==> src/core/rasirq_pkg.sv <==
package rasirq_pkg;
   // Register offsets on the plain register port (word addresses)
   localparam logic [3:0] RASIRQ_OFS_FEATURE = 4'h0;
   localparam logic [3:0] RASIRQ_OFS_CONTROL = 4'h1;
   localparam logic [3:0] RASIRQ_OFS_STATUS = 4'h2;
   localparam logic [3:0] RASIRQ_OFS_MISC0 = 4'h3;
   localparam logic [3:0] RASIRQ_OFS_MISC3_LO = 4'h4;
   localparam logic [3:0] RASIRQ_OFS_MISC3_HI = 4'h5;
   localparam logic [3:0] RASIRQ_OFS_TIME_LO = 4'h6;

   // Feature field positions
   localparam int RASIRQ_FR_CI_LSB = 0;
   localparam int RASIRQ_FR_TS_LSB = 2;
   localparam int RASIRQ_FR_CEC_BIT = 4;
   localparam int RASIRQ_FR_PAIR_BIT = 5;

   // Control bit positions
   localparam int RASIRQ_CT_FI = 0;
   localparam int RASIRQ_CT_CFI = 1;
   localparam int RASIRQ_CT_UI = 2;
   localparam int RASIRQ_CT_DUI = 3;
   localparam int RASIRQ_CT_CI = 4;
   localparam int RASIRQ_CT_ABT = 5;

   // Status bit positions
   localparam int RASIRQ_ST_V = 0;
   localparam int RASIRQ_ST_UE = 1;
   localparam int RASIRQ_ST_DE = 2;
   localparam int RASIRQ_ST_CE_LSB = 3;
   localparam int RASIRQ_ST_CI = 5;
   localparam int RASIRQ_ST_ER = 6;
   localparam int RASIRQ_ST_UC = 7;
   localparam int RASIRQ_ST_OFR = 8;
   localparam int RASIRQ_ST_OFO = 9;

   // Misc0 counter layout: repeat counter low half, other counter high half
   localparam int RASIRQ_CNT_W = 8;
   localparam int RASIRQ_CNT_OTHER_LSB = 16;

   localparam logic [31:0] RASIRQ_CONTROL_RST = 32'h0000_0000;

   // Error severity priority, higher wins the record
   localparam logic [1:0] RASIRQ_PRI_NONE = 2'h0;
   localparam logic [1:0] RASIRQ_PRI_CE = 2'h1;
   localparam logic [1:0] RASIRQ_PRI_DE = 2'h2;
   localparam logic [1:0] RASIRQ_PRI_UE = 2'h3;

   typedef struct packed {
      logic valid;      // Detection this cycle
      logic corrected;  // Error was corrected
      logic deferred;   // Error was deferred
      logic critical;   // Critical condition
      logic same_loc;   // Corrected error repeats a location
      logic abort_req;  // Uncorrected access wants an abort
      logic [31:0] syndrome;
   } rasirq_err_t;

   typedef struct packed {
      logic fault;
      logic recovery;
      logic critical;
   } rasirq_irq_t;

   typedef struct packed {
      logic [31:0] control;
      logic [9:0] status;
      logic [1:0] ce_cnt;
      logic [RASIRQ_CNT_W-1:0] cnt_rep;
      logic [RASIRQ_CNT_W-1:0] cnt_oth;
      logic [31:0] syndrome;
      logic [63:0] misc3;
      logic [63:0] timebase;
      logic [31:0] rdata;
      rasirq_irq_t pulse;
      logic abort;
   } rasirq_state_t;
endpackage : rasirq_pkg
==> src/core/rasirq_node.sv <==
`timescale 1ns/1ns
// Function
// - Critical interrupt exists when feature field nonzero
// - Critical support implies recovery interrupt support
// - Critical interrupt enabled by control bit
// - Recorded critical condition always sets critical flag
// - Disabled critical recorded as uncontained, raises recovery
// - Enabled critical: flag plus normal syndrome
// - Paired counters: repeat location, other location
// - Fault interrupt on enabled counter overflow
// - Level fault: valid and deferred or uncorrected
// - Level fault: valid and counter overflow
// - Level fault without counter: valid, corrected field
// - Level recovery: valid and uncorrected flag
// - Level recovery: valid and deferred flag
// - Level critical: enabled, valid and critical flag
// - Edge fault pulse on uncorrected, deferred or corrected event
// - Edge recovery pulse on uncorrected or deferred
// - Edge critical pulse on every critical record while enabled
// - Edge pulses even when syndrome is discarded
// - Interrupt outputs updated within bounded cycles
// - Cold reset clears all; recovery reset keeps syndrome
// - Timestamp when field nonzero, stored in misc three
// - Timebase binary, monotonic, fixed rate
// - Abort only when enabled; sets abort reported flag
module rasirq_node
   import rasirq_pkg::*;
#(
   parameter logic [1:0] CRIT_SUPPORT = 2'h1,
   parameter logic [1:0] TS_SUPPORT = 2'h1,
   parameter bit HAS_COUNTER = 1'b1,
   parameter bit PAIRED = 1'b1,
   parameter bit EDGE_MODE = 1'b0,
   parameter logic [31:0] TIME_STEP = 32'h0000_0001
) (
   input wire logic i_clock,           // 25 MHz clock
   input wire logic i_rst,             // Cold reset, sync, high
   input wire logic i_rec_rst,         // Error recovery reset, sync, high
   input wire rasirq_err_t i_err,      // Detected error report
   input wire logic [3:0] i_addr,      // Register word address
   input wire logic [31:0] i_wdata,    // Write data
   input wire logic i_wr,              // Write strobe
   input wire logic i_rd,              // Read strobe
   output logic [31:0] o_rdata,        // Read data, cycle after read
   output logic o_fault_irq,           // Fault handling interrupt
   output logic o_recovery_irq,        // Error recovery interrupt
   output logic o_critical_irq,        // Critical error interrupt
   output logic o_abort                // External abort pulse
);

   ////////////////////////////////////////////////////////////////////////
   rasirq_state_t st_r;
   rasirq_state_t st_nxt;
   logic [31:0] feature;
   logic crit_ok;
   logic [1:0] cur_pri;
   logic [1:0] new_pri;
   logic is_ue;
   logic is_de;
   logic is_ce;
   logic ce_event;
   logic rep_ovf;
   logic oth_ovf;
   logic [RASIRQ_CNT_W-1:0] cnt_max;
   rasirq_irq_t lvl;

   assign crit_ok = (CRIT_SUPPORT != 2'h0);
   assign cnt_max = {RASIRQ_CNT_W{1'b1}};

   always_comb begin
      feature = 32'h0000_0000;
      feature[RASIRQ_FR_CI_LSB +: 2] = CRIT_SUPPORT;
      feature[RASIRQ_FR_TS_LSB +: 2] = TS_SUPPORT;
      feature[RASIRQ_FR_CEC_BIT] = HAS_COUNTER;
      feature[RASIRQ_FR_PAIR_BIT] = HAS_COUNTER & PAIRED;
   end

   ////////////////////////////////////////////////////////////////////////
   // Classify the incoming error
   always_comb begin
      is_ce = i_err.valid & i_err.corrected & ~i_err.critical;
      is_de = i_err.valid & i_err.deferred & ~i_err.corrected
         & ~i_err.critical;
      is_ue = i_err.valid & ~i_err.corrected & ~i_err.deferred;
      // Disabled critical is forced uncontained
      if (i_err.valid && i_err.critical && crit_ok) begin
         if (!st_r.control[RASIRQ_CT_CI]) begin
            is_ue = 1'b1;
         end else begin
            is_ue = ~i_err.corrected & ~i_err.deferred;
            is_de = i_err.deferred & ~i_err.corrected;
            is_ce = i_err.corrected;
         end
      end
      new_pri = is_ue ? RASIRQ_PRI_UE : is_de ? RASIRQ_PRI_DE :
         is_ce ? RASIRQ_PRI_CE : RASIRQ_PRI_NONE;
      if (!st_r.status[RASIRQ_ST_V]) begin
         cur_pri = RASIRQ_PRI_NONE;
      end else if (st_r.status[RASIRQ_ST_UE]) begin
         cur_pri = RASIRQ_PRI_UE;
      end else if (st_r.status[RASIRQ_ST_DE]) begin
         cur_pri = RASIRQ_PRI_DE;
      end else begin
         cur_pri = RASIRQ_PRI_CE;
      end
      rep_ovf = is_ce & HAS_COUNTER & (~PAIRED | i_err.same_loc)
         & (st_r.cnt_rep == cnt_max);
      oth_ovf = is_ce & HAS_COUNTER & PAIRED & ~i_err.same_loc
         & (st_r.cnt_oth == cnt_max);
      ce_event = HAS_COUNTER ? (rep_ovf | oth_ovf) : is_ce;
   end

   ////////////////////////////////////////////////////////////////////////
   // Level view of the interrupts
   always_comb begin
      lvl.fault = st_r.control[RASIRQ_CT_FI] & st_r.status[RASIRQ_ST_V]
         & (st_r.status[RASIRQ_ST_DE] | st_r.status[RASIRQ_ST_UE]);
      if (HAS_COUNTER) begin
         lvl.fault = lvl.fault | (st_r.control[RASIRQ_CT_CFI]
            & st_r.status[RASIRQ_ST_V] & (st_r.status[RASIRQ_ST_OFR]
            | st_r.status[RASIRQ_ST_OFO]));
      end else begin
         lvl.fault = lvl.fault | (st_r.control[RASIRQ_CT_CFI]
            & st_r.status[RASIRQ_ST_V] & (st_r.ce_cnt != 2'h0));
      end
      lvl.recovery = st_r.status[RASIRQ_ST_V]
         & ((st_r.control[RASIRQ_CT_UI] & st_r.status[RASIRQ_ST_UE])
         | (st_r.control[RASIRQ_CT_DUI]
         & st_r.status[RASIRQ_ST_DE]));
      lvl.critical = crit_ok & st_r.control[RASIRQ_CT_CI]
         & st_r.status[RASIRQ_ST_V] & st_r.status[RASIRQ_ST_CI];
   end

   ////////////////////////////////////////////////////////////////////////
   // Next state
   always_comb begin
      st_nxt = st_r;
      st_nxt.rdata = 32'h0000_0000;
      st_nxt.abort = 1'b0;
      st_nxt.timebase = st_r.timebase + {32'h0000_0000, TIME_STEP};

      // Edge pulses from detection, recorded or not
      st_nxt.pulse.fault = (st_r.control[RASIRQ_CT_FI] & (is_ue | is_de))
         | (st_r.control[RASIRQ_CT_CFI] & ce_event);
      st_nxt.pulse.recovery = (st_r.control[RASIRQ_CT_UI] & is_ue)
         | (st_r.control[RASIRQ_CT_DUI] & is_de);
      st_nxt.pulse.critical = crit_ok & st_r.control[RASIRQ_CT_CI]
         & i_err.valid & i_err.critical;

      // Counters
      if (is_ce && HAS_COUNTER) begin
         if (!PAIRED || i_err.same_loc) begin
            st_nxt.cnt_rep = st_r.cnt_rep + 1'b1;
            if (rep_ovf) begin
               st_nxt.status[RASIRQ_ST_OFR] = 1'b1;
            end
         end else begin
            st_nxt.cnt_oth = st_r.cnt_oth + 1'b1;
            if (oth_ovf) begin
               st_nxt.status[RASIRQ_ST_OFO] = 1'b1;
            end
         end
      end

      // Flags set even if syndrome is discarded
      if (i_err.valid) begin
         st_nxt.status[RASIRQ_ST_V] = 1'b1;
         if (is_ue) begin
            st_nxt.status[RASIRQ_ST_UE] = 1'b1;
         end
         if (is_de) begin
            st_nxt.status[RASIRQ_ST_DE] = 1'b1;
         end
         if (is_ce && st_r.ce_cnt != 2'h3) begin
            st_nxt.ce_cnt = st_r.ce_cnt + 2'h1;
         end
         if (i_err.critical && crit_ok) begin
            st_nxt.status[RASIRQ_ST_CI] = 1'b1;
         end
         if (i_err.critical && crit_ok && !st_r.control[RASIRQ_CT_CI]) begin
            st_nxt.status[RASIRQ_ST_UC] = 1'b1;
         end
         if (new_pri >= cur_pri) begin
            st_nxt.syndrome = i_err.syndrome;
            if (TS_SUPPORT != 2'h0) begin
               st_nxt.misc3 = st_r.timebase;
            end
         end
         if (is_ue && i_err.abort_req && st_r.control[RASIRQ_CT_ABT]) begin
            st_nxt.abort = 1'b1;
            st_nxt.status[RASIRQ_ST_ER] = 1'b1;
         end
      end

      // Register port; hardware set wins over software clear
      if (i_wr) begin
         unique case (i_addr)
            RASIRQ_OFS_CONTROL: st_nxt.control = i_wdata;
            RASIRQ_OFS_STATUS: begin
               // Flags clear below; a count bit clears the corrected count
               if (i_wdata[RASIRQ_ST_CE_LSB +: 2] != 2'h0 && !is_ce) begin
                  st_nxt.ce_cnt = 2'h0;
               end
            end
            RASIRQ_OFS_MISC0: begin
               if (!is_ce) begin
                  st_nxt.cnt_rep = i_wdata[RASIRQ_CNT_W-1:0];
                  st_nxt.cnt_oth =
                     i_wdata[RASIRQ_CNT_OTHER_LSB +: RASIRQ_CNT_W];
               end
            end
            default: ;
         endcase
      end
      if (i_wr && i_addr == RASIRQ_OFS_STATUS) begin
         // Reapply this cycle's hardware sets over the clear
         st_nxt.status = (st_r.status & ~i_wdata[9:0]);
         if (i_err.valid) begin
            st_nxt.status[RASIRQ_ST_V] = 1'b1;
            if (is_ue) begin
               st_nxt.status[RASIRQ_ST_UE] = 1'b1;
            end
            if (is_de) begin
               st_nxt.status[RASIRQ_ST_DE] = 1'b1;
            end
            if (i_err.critical && crit_ok) begin
               st_nxt.status[RASIRQ_ST_CI] = 1'b1;
            end
            if (i_err.critical && crit_ok && !st_r.control[RASIRQ_CT_CI]) begin
               st_nxt.status[RASIRQ_ST_UC] = 1'b1;
            end
            if (st_nxt.abort) begin
               st_nxt.status[RASIRQ_ST_ER] = 1'b1;
            end
         end
         if (rep_ovf) begin
            st_nxt.status[RASIRQ_ST_OFR] = 1'b1;
         end
         if (oth_ovf) begin
            st_nxt.status[RASIRQ_ST_OFO] = 1'b1;
         end
      end

      if (i_rd) begin
         unique case (i_addr)
            RASIRQ_OFS_FEATURE: st_nxt.rdata = feature;
            RASIRQ_OFS_CONTROL: st_nxt.rdata = st_r.control;
            RASIRQ_OFS_STATUS: begin
               st_nxt.rdata = {22'h000000, st_r.status};
               st_nxt.rdata[RASIRQ_ST_CE_LSB +: 2] = st_r.ce_cnt;
            end
            RASIRQ_OFS_MISC0: begin
               st_nxt.rdata[RASIRQ_CNT_W-1:0] = st_r.cnt_rep;
               st_nxt.rdata[RASIRQ_CNT_OTHER_LSB +: RASIRQ_CNT_W] =
                  st_r.cnt_oth;
            end
            RASIRQ_OFS_MISC3_LO: st_nxt.rdata = st_r.misc3[31:0];
            RASIRQ_OFS_MISC3_HI: st_nxt.rdata = st_r.misc3[63:32];
            RASIRQ_OFS_TIME_LO: st_nxt.rdata = st_r.timebase[31:0];
            default: st_nxt.rdata = 32'h0000_0000;
         endcase
      end
   end

   ////////////////////////////////////////////////////////////////////////
   always_ff @(posedge i_clock) begin
      if (i_rst) begin
         st_r <= '0;
         st_r.control <= RASIRQ_CONTROL_RST;
      end else if (i_rec_rst) begin
         // Keep recorded syndrome, counters and timebase
         st_r.control <= RASIRQ_CONTROL_RST;
         st_r.pulse <= '0;
         st_r.abort <= 1'b0;
         st_r.rdata <= 32'h0000_0000;
         st_r.timebase <= st_nxt.timebase;
      end else begin
         st_r <= st_nxt;
      end
   end

   // Outputs settle one cycle after the cause
   assign o_fault_irq = EDGE_MODE ? st_r.pulse.fault : lvl.fault;
   assign o_recovery_irq = EDGE_MODE ? st_r.pulse.recovery : lvl.recovery;
   assign o_critical_irq = EDGE_MODE ? st_r.pulse.critical : lvl.critical;
   assign o_abort = st_r.abort;
   assign o_rdata = st_r.rdata;

endmodule : rasirq_node

==> config.mk <==
export PLATFORM = sky130hd
export DESIGN_NAME = rasirq_node
export DESIGN_NICKNAME = d
export VERILOG_FILES = /design/src/core/rasirq_pkg.sv /design/src/core/rasirq_node.sv
export SDC_FILE = /design/constraint.sdc
export NUM_CORES = 1
export LEC_CHECK = 0
export BUFFER_PORTS_ARGS = -buffer_cell sky130_fd_sc_hd__buf_2
export CAP_MARGIN = 20
export CORE_MARGIN = 2
export CORE_UTILIZATION = 55
export CTS_BUF_LIST = sky130_fd_sc_hd__clkbuf_2
export DETAILED_ROUTE_END_ITERATION = 16
export GPL_TIMING_DRIVEN = 1
export PLACE_DENSITY = 0.87
export RECOVER_POWER = 50
export SLEW_MARGIN = 20
export SYNTH_ARGS = -nofsm -noshare
export SYNTH_HDL_FRONTEND = slang
export SYNTH_SLANG_ARGS = --single-unit
==> constraint.sdc <==
create_clock -name i_clock -period 3.7 [get_ports i_clock]
set_clock_uncertainty 0.15 [all_clocks]
set_input_delay 0.74 -clock i_clock [delete_from_list [all_inputs] [get_ports i_clock]]
set_output_delay 0.74 -clock i_clock [all_outputs]
set_load 0.02 [all_outputs]
Word level (Yosys, flattened, before mapping)
Cells that the tools add are included.
- register bits after elaboration: 221
- bits of input ports: 79
- output and inout bits: 36
- word-level logic and storage cells: 149
- add/subtract/negate cells: 4
- $lt $le $gt $ge: 1
- equality and inequality tests: 10
- mux-type cells: 49
- bitwise operators: 34
- reductions and logical operators: 34
- operators with widths (cell ; count):
    case mux 8 bit (5 select lines) ; 2
    adder 64 x 1 -> 64 bit, second input constant ; 1
    case mux 8 bit (7 select lines) ; 1
    two-way mux 16 bit ; 3
    case mux 8 bit (4 select lines) ; 1
    two-way mux 1 bit ; 25
    AND 1 bit ; 22
    nonzero test 2 bit ; 11
    two-way mux 18 bit ; 1
    two-way mux 2 bit ; 9
    AND reduction 3 bit ; 6
    adder 8 x 1 -> 8 bit, second input constant ; 2
    == test 8 bit, second input constant ; 2
    two-way mux 8 bit ; 2
    == test 4 x 3 -> 1 bit, second input constant ; 3
    AND 10 bit ; 1
    two-way mux 10 bit ; 1
    NOT 10 bit ; 1
    two-way mux 3 bit ; 3
    == test 4 x 2 -> 1 bit, second input constant ; 2
    AND reduction 4 bit ; 2
    logical AND 1 bit ; 7
    NOT 1 bit ; 6
    AND reduction 2 bit ; 3
    other kinds (11) ; 15

Logic depth before layout (Yosys ltp)
Gate-level depths: netlist of the first run.
- depth after elaboration: 11
- depth in mapped cells: 13
- gate-level depth less buffers: 9

Worst setup path after synthesis of the first run
Ideal clock, no wire load.
- kind: input port to flip-flop
- start: input i_err[34] (netlist name)
- end: register st_r[104] (netlist name)
- setup time: 0.070 ns
- data arrival time: 2.922 ns
- data required time: 3.480 ns
- setup slack: 0.558 ns
- stages: 12
- buffers on the path: 3
- path through: nor2b_1 > clkbuf_1 > buf_1 > nor2_1 > a21oi_1 > ha_1 > inv_1 > a21boi_0 > o21ai_1 > clkbuf_1 > nand2_1 > a21oi_1
- word-level cells in the longest chain between the ends: 9
- elaborated cells between the ends (all ways): 14
- those cells by class: order compare: 1; mux: 8; bitwise: 3; reduce/logical: 2
- RTL lines (what ; line ; text):
    start, declared ; rasirq_node.sv:39 ; input wire rasirq_err_t i_err,
    NOT 1 bit ; rasirq_node.sv:81, rasirq_node.sv:83 ;
    AND 1 bit ; rasirq_node.sv:81 ; is_ce = i_err.valid & i_err.corrected & ~i_err.critical;
    two-way mux 1 bit ; rasirq_node.sv:87 ; if (!st_r.control[RASIRQ_CT_CI]) begin
    two-way mux 1 bit ; rasirq_node.sv:86 ; if (i_err.valid && i_err.critical && crit_ok) begin
    two-way mux 1 bit ; rasirq_node.sv:96 ; is_ce ? RASIRQ_PRI_CE : RASIRQ_PRI_NONE;
    two-way mux 2 bit ; rasirq_node.sv:95 ; new_pri = is_ue ? RASIRQ_PRI_UE : is_de ? RASIRQ_PRI_DE :
    two-way mux 2 bit * ; rasirq_node.sv:95 ;
    >= comparator 2 bit * ; rasirq_node.sv:183 ; if (new_pri >= cur_pri) begin
    AND reduction 3 bit (no line) * ; - ;
    end signal, assigned ; rasirq_node.sv:278 ; st_r <= st_nxt;
    end, declared ; rasirq_node.sv:52 ; rasirq_state_t st_r;
Every way passes the cells marked *; elsewhere a longest branch is shown, timed or not.
A chain may end at the register's enable or synchronous reset.

Worst setup path after layout of the first run
- start: input i_rst
- end: register st_r[45] (netlist name)
- RTL lines (what ; line ; text):
    start, declared ; rasirq_node.sv:37 ; input wire logic i_rst,
No word-level cell between the ends.

==> summary.txt, run 1 <==
STA
  • RSZ-0062 raised after global routing: false
  • Final period utilization: 0.833
  • Total negative setup slack: 0 ns
  • Slew Limit Fails: approximately 190
  • Slew at the pin with the worst max-slew slack: 1.83 ns
  • Setup Viol. Count Final: 0
  • Final WS setup: between 0.6 and 0.7 ns
  • Fmax: between 300 and 400 MHz
  • Relative slew slack: -0.218
  • Post-route minimum period: 3.08 ns
  • Final hold violations: 0

Power
  • Leak pwr: about 3.4 nW
  • Overall Power: 4.11 mW
  • Worst vdd ir: 197 uV
  • Pwr dens: 384 mW/mm^2

Setup path
  • Startpoint types: input port
  • Kind of critical path: input port to flop
  • Critical Path End Type: flop
  • Crit path max fanout: 91
  • CP Launch Point: i_rst
  • Reg2reg start: st_r[38]$_SDFF_PP0_
  • R2R cell count: 5
  • Arrival time worst endpoint: around 3.6 ns
  • CP required: ~4.2 ns

Clocking
  • Clock slew at reported path FFs: 0.10 ns
  • CTS resizes: 0
  • Clk root buf: clkbuf_2
  • Max Buffers Root-to-Sink: 3
  • Max H-tree Level: 2
  • Clock sink total: 219
  • CTS tree: done
  • Number of buffers created by CTS: 55
  • Latest clock arrival within the worst-skew pair: 0.85 ns

GRT
  • Global-route wire length before repair: 42,100 um
  • Largest net degree at the start of global routing: 92
  • Vias in the first global route: approximately 8,700
  • Global Route Usage Sum: 0.278
  • Remaining Overflow, GRT: 0
  • Initial antenna violation count: 1

Floorplan
  • Die Ht: 137 um
  • Die area: 0.0188 mm^2
  • Initial Util: 0.563
  • Io pins: 115
  • Cell Rows: 48
  • Die X: 137 um
  • Core region area: ~0.017 mm^2

Layout
  • Fraction of layout cells with a size suffix above 1: 0.129
  • Storage element area: 0.00438 mm^2
  • FILL cells: approximately 1,400
  • Nets: 1,371
  • Syn-to-layout area delta: 9.91%
  • Most frequent cells in the layout: 245 x nand2_1, 219 x dfxtp_1, 167 x a21oi_1
  • Most common cell after layout, fill and taps aside: nand2_1
  • Footprint of the multi-input gates: 0.00471 mm^2

Drt
  • Vias: ~9,400
  • First DRT Iteration DRCs: 1,066
  • Post-DR wirelength/cell: 17.0 um
  • Pre-antenna DRT Iters: 13
  • Remaining antenna violation count: 0
  • Vias per Instance: just over 6
  • Final WL: between 20,000 and 30,000 um
  • DR DRC count: 0

Worst hold path
  • Worst hold stages: 3
  • Min-Delay Path Class: input port to flop
  • HP Start: i_err[34]

Job
  • Max-Cap Viols: 4

Synthesis
  • Ys flop type: dfxtp_1
  • Yosys warnings: 0
  • Number of flops mapped to enable cells by yosys: 0
  • Synth unique cells: 57
  • Syn nets: 1,305
  • Cell area after synthesis: 0.00974 mm^2
  • Flops & latches, synth: 219
  • Register area share after synthesis: 0.450
  • Mapped Cells: approximately 1,200
  • Ys async rst share: 0
  • Syn Area/Cell: 7.98 um^2

Place
  • IO buf count: 82
  • HPWL after detailed placement: 17,000 um
  • GP Congestion: roughly 0.9
  • Placement Setup Slack: 0.668 ns

Status
  • Status: complete, but fails checks
  • Failing checks: max-capacitance violations, max-slew violations
[Yosys cell counts, drive strengths merged, types with 9 or more instances]
cell type / number / share of area
a21oi: 167 / 0.086
a22oi: 73 / 0.056
a31oi: 18 / 0.012
and4: 9 / 0.0081
buf: 47 / 0.033
clkbuf: 74 / 0.029
dfxtp: 219 / 0.45
inv: 22 / 0.0085
nand2: 245 / 0.094
nand3: 25 / 0.013
nand4: 26 / 0.018
nand4b: 9 / 0.0081
nor2: 62 / 0.024
nor3: 14 / 0.0072
nor4: 24 / 0.015
o21ai: 38 / 0.020
or2: 10 / 0.0064
or3: 23 / 0.015
or4: 12 / 0.010
xnor2: 23 / 0.021
xor2: 11 / 0.0099
[sequential cells by signal, summed over array words and instances, names as in the netlist]
name	cells
o_abort	1
o_rdata	32
st_r	186
[metrics by stage]
step / hold WS (ns) / util / area, um^2 / instances
6_report: 0.0423 / 0.619 / 10700 / 1547
5_1_grt: 0.0380 / 0.619 / 10700 / 1547
4_1_cts: 0.000571 / 0.622 / 10800 / 1546
3_5_place_dp: 0.297 / 0.580 / 10000 / 1426
3_3_place_gp: 0.291 / 0.580 / 10000 / 1426
2_1_floorplan: 0.283 / - / 9740 / 1220
[worst paths after layout]
| path | to | slack [ns] |
|---|---|---|
| worst min register to register | st_r[122]$_SDFFE_PP0P_ | 0.31 |
| worst min-delay path | st_r[219]$_SDFFE_PP0P_ | 0.04 |
| worst max register to register | st_r[95]$_SDFF_PP0_ | 0.64 |
| worst max-delay path | st_r[45]$_SDFF_PP0_ | 0.62 |
[layer usage]
layer,GRT usage,wire (um),vias up
li1,-,-,4440
met1,0.355,10700,4371
met2,0.447,12200,513
met3,0.0467,2310,90
met4,0.154,1110,0
met5,0,0,-
[kinds of logic after synthesis]
| family | Yosys count | share of synthesized area |
|---|---|---|
| compound gates | 332 | 0.203 |
| xor+xnor | 34 | 0.0306 |
| fa+ha+maj | 6 | 0.00771 |
| buf+inv | 143 | 0.0698 |
| flops | 219 | 0.450 |
| mux | 2 | 0.00206 |
| simple gates | 484 | 0.237 |
[cell type report]
| type | instances | share of cell area |
|---|---|---|
| Inverter | 22 | 0.00772 |
| Tap cell | 225 | 0.0263 |
| Clock inverter | 17 | 0.00643 |
| Clock buffer | 75 | 0.0351 |
| Antenna cell | 1 | 0.000234 |
| Multi-Input combinational cell | 858 | 0.440 |
| Timing Repair Buffer | 130 | 0.0749 |
| Sequential cell | 219 | 0.410 |
[repair_timing]
item                      in CTS  in global routing
hold buffers                  28                  0
hold endpoints to repair      28                  0
setup buffers                  0                  0
[worst max-delay path, cell delays in order]
cell and delay (ns):
clkbuf_1 1.11, clkbuf_2 1.51, nor2_1 0.14
[where the power goes]
| group | internal (mW) | switching (mW) |
|---|---|---|
| registers | 2.37 | 0.0134 |
| clock network | 0.544 | 0.959 |
| logic | 0.0744 | 0.154 |
| total | 2.99 | 1.13 |
Note: power is estimated with default switching activity, not from simulation.
==> run 2, diff against run 1 <==
--- a/config.mk
+++ b/config.mk
@@ -12,7 +12,7 @@
 export CTS_BUF_LIST = sky130_fd_sc_hd__clkbuf_2
 export DETAILED_ROUTE_END_ITERATION = 16
 export GPL_TIMING_DRIVEN = 1
-export PLACE_DENSITY = 0.87
+export PLACE_DENSITY = 0.9
 export RECOVER_POWER = 50
 export SLEW_MARGIN = 20
 export SYNTH_ARGS = -nofsm -noshare
==> constraint.sdc (replaced) <==
create_clock -name i_clock -period 2.8 [get_ports i_clock]
set_clock_uncertainty 0.15 [all_clocks]
set_input_delay 0.56 -clock i_clock [delete_from_list [all_inputs] [get_ports i_clock]]
set_output_delay 0.56 -clock i_clock [all_outputs]
set_load 0.02 [all_outputs]
==> summary.txt, run 2 (synthesis results as in run 1) <==
Clocking
  • Number of buffers created by CTS: 53 (was 55)
  • CTS resizes: 0 (unchanged)
  • CTS tree: done (unchanged)
  • Hold_buf cts: 39 (was 28)
  • Clk root buf: clkbuf_2 (unchanged)
  • Max Buffers Root-to-Sink: 3 (unchanged)
  • Latest clock arrival within the worst-skew pair: 0.87 ns (was 0.85 ns)
  • Max H-tree Level: 2 (unchanged)
  • Clock sink total: 219 (unchanged)
  • Clock slew at reported path FFs: 0.11 ns (was 0.10 ns)
  • Post-CTS setup buffer count: 0 (unchanged)

Layout
  • Most common cell after layout, fill and taps aside: nand2_1 (unchanged)
  • Syn-to-layout area delta: 14.2% (was 9.91%)
  • Storage element area: 0.00438 mm^2 (unchanged)
  • Footprint of the multi-input gates: 0.00469 mm^2 (was 0.00471 mm^2)
  • Most frequent cells in the layout: 245 x nand2_1, 219 x dfxtp_1, 167 x a21oi_1 (unchanged)
  • Max FFs per register: 186 (unchanged)
  • Top reg by flops: st_r (unchanged)
  • Final Instance Area: 0.0111 mm^2 (was 0.0107 mm^2)
  • Fraction of layout cells with a size suffix above 1: 0.149 (was 0.129)
  • FILL cells: 1,377 (was 1,432)
  • Nets: 1,420 (was 1,371)
  • Layout Cells excl Fill: 1,596 (was 1,547)

Power
  • Worst vdd ir: 377 uV (was 197 uV)
  • Switching part of the total: 0.275 (was 0.274)
  • Pwr dens: 503 mW/mm^2 (was 384 mW/mm^2)
  • Leak pwr: 3.63 nW (was 3.39 nW)
  • Comb pwr share: 0.060 (was 0.056)
  • Sequential share of power: 0.562 (was 0.579)
  • Sw Pwr: 1.54 mW (was 1.13 mW)
  • Clock share of power: 0.377 (was 0.366)
  • P_int: 4.05 mW (was 2.99 mW)

Setup path
  • Critical Path End Type: flop (unchanged)
  • Critical path's most frequent cell: or4_4
  • Arrival time worst endpoint: 3.26 ns (was 3.55 ns)
  • Worst Path Buf+Inv: 1 (was 2)
  • Startpoint types: flop (was input port)
  • Worst path top cell family by delay: simple AND/OR/NAND/NOR gates (was buffers and inverters)
  • Crit-path slowest cell: or4_4 (was clkbuf_2)
  • Cells along the critical path: nand4_1 -> or4_4 -> or4_4 -> buf_4 -> or3_1 -> a21oi_1 (was clkbuf_1 -> clkbuf_2 -> nor2_1)
  • CP required: 3.35 ns (was 4.17 ns)
  • Crit path largest cell delay: 0.63 ns (was 1.51 ns)
  • Kind of critical path: flop to flop (was input port to flop)
  • Crit path max fanout: 11 (was 91)

STA
  • Total negative setup slack: 0 ns (unchanged)
  • Final hold violations: 0 (unchanged)
  • RSZ-0062 raised after global routing: false (unchanged)
  • Setup Viol. Count Final: 0 (unchanged)
  • Final period utilization: 0.968
  • Post-route minimum period: around 2.7 ns
  • Slew at the pin with the worst max-slew slack: 0.845 ns (was 1.83 ns)
  • Fmax: 369 MHz
  • Slew Limit Fails: 0 (was 189)
  • Relative slew slack: 0.434 (was -0.218)

Drt
  • Remaining antenna violation count: 0 (unchanged)
  • Final WL: 28,700 um (was 26,300 um)
  • Vias per Instance: 6.22 (was 6.09)
  • Vias: 9,933 (was 9,414)
  • Pre-antenna DRT Iters: 10 (was 13)
  • WL met1: 10,900 um (was 10,700 um)
  • Top routing layer in use: met4 (unchanged)
  • Met2 routed WL: 13,400 um (was 12,200 um)
  • DR DRC count: 0 (unchanged)
  • Post-DR wirelength/cell: 18.0 um (was 17.0 um)
  • Met3 WL post-DR: 2780 um (was 2310 um)
  • First DRT Iteration DRCs: 1,488 (was 1,066)

Place
  • GP Congestion: 0.937 (was 0.901)
  • Placed cell count: 1,466 (was 1,426)
  • Placed inst area: 0.0104 mm^2 (was 0.0100 mm^2)
  • IO buf count: 82 (unchanged)
  • HPWL after detailed placement: 18,100 um (was 17,000 um)

Floorplan
  • Die area: 0.0188 mm^2 (unchanged)
  • Die Ht: 137 um (unchanged)
  • Initial Util: 0.563 (unchanged)
  • Cell Rows: 48 (unchanged)
  • Io pins: 115 (unchanged)
  • Core region area: 0.0173 mm^2 (unchanged)
  • Die X: 137 um (unchanged)

Job
  • Max-Cap Viols: 0 (was 4)

GRT
  • Largest net degree at the start of global routing: 153 (was 92)
  • Vias in the first global route: 9,479 (was 8,691)
  • Global-route wire length before repair: 45,400 um (was 42,100 um)
  • Global Route Usage Sum: 0.304 (was 0.278)
  • Initial antenna violation count: 1 (unchanged)
  • Remaining Overflow, GRT: 0 (unchanged)

Worst hold path
  • Min-Delay Path Class: input port to flop (unchanged)

Status
  • Status: finished clean (was complete, but fails checks)
## run 2: power by group through the flow
stage                     registers (mW)  logic, mW  clock network, mW
after global placement              3.21      0.280                  0
after floorplan                     3.21      0.163                  0
final                               3.14      0.337               2.11
after CTS                           3.14      0.328               2.09
after detailed placement            3.21      0.286                  0
after global routing                3.15      0.358               2.28
## run 2: per-layer routing
metal	vias to the layer above	global-route usage
met5	-	0
li1	4541	-
met2	651	0.491
met1	4608	0.363
met3	133	0.0648
met4	0	0.202
## run 2: layout make-up
cell class / instances / share of cell area
Multi-Input combinational cell: 858 / 0.421
Sequential cell: 219 / 0.394
Timing Repair Buffer: 181 / 0.110
Clock buffer: 74 / 0.0333
Tap cell: 225 / 0.0253
Clock inverter: 16 / 0.00855
Inverter: 22 / 0.00742
Antenna cell: 1 / 0.000225
## run 2: path summary, 6_finish.rpt
check                              start                endpoint  slack [ns]  cells after the start
setup / recovery     st_r[42]$_SDFF_PP0_     st_r[91]$_SDFF_PP0_        0.09                      6
hold / removal                 i_addr[2]   o_rdata[2]$_SDFF_PP0_        0.04                      4
setup reg to reg     st_r[42]$_SDFF_PP0_     st_r[91]$_SDFF_PP0_        0.09                      6
hold reg to reg   st_r[153]$_SDFFE_PP0P_  o_rdata[21]$_SDFF_PP0_        0.31                      2
## run 2: worst reg2reg max path, delay by kind of cell (launching register included)
family / cells / cell delay (ns)
buf+inv: 1 / 0.19
simple gates: 4 / 1.75
compound gates: 1 / 0.14
flops: 1 / 0.37
## run 2: metrics by stage
step	total power, mW	hold WS (ns)	utilization	setup WS (ns)
6_report	5.59	0.0402	0.643	0.0900
5_1_grt	5.78	0.0181	0.643	0.0221
4_1_cts	5.56	0.0223	0.649	0.155
3_5_place_dp	3.50	0.297	0.600	0.0945
3_3_place_gp	3.49	0.291	0.600	0.194
2_1_floorplan	3.37	0.283	-	0.0260
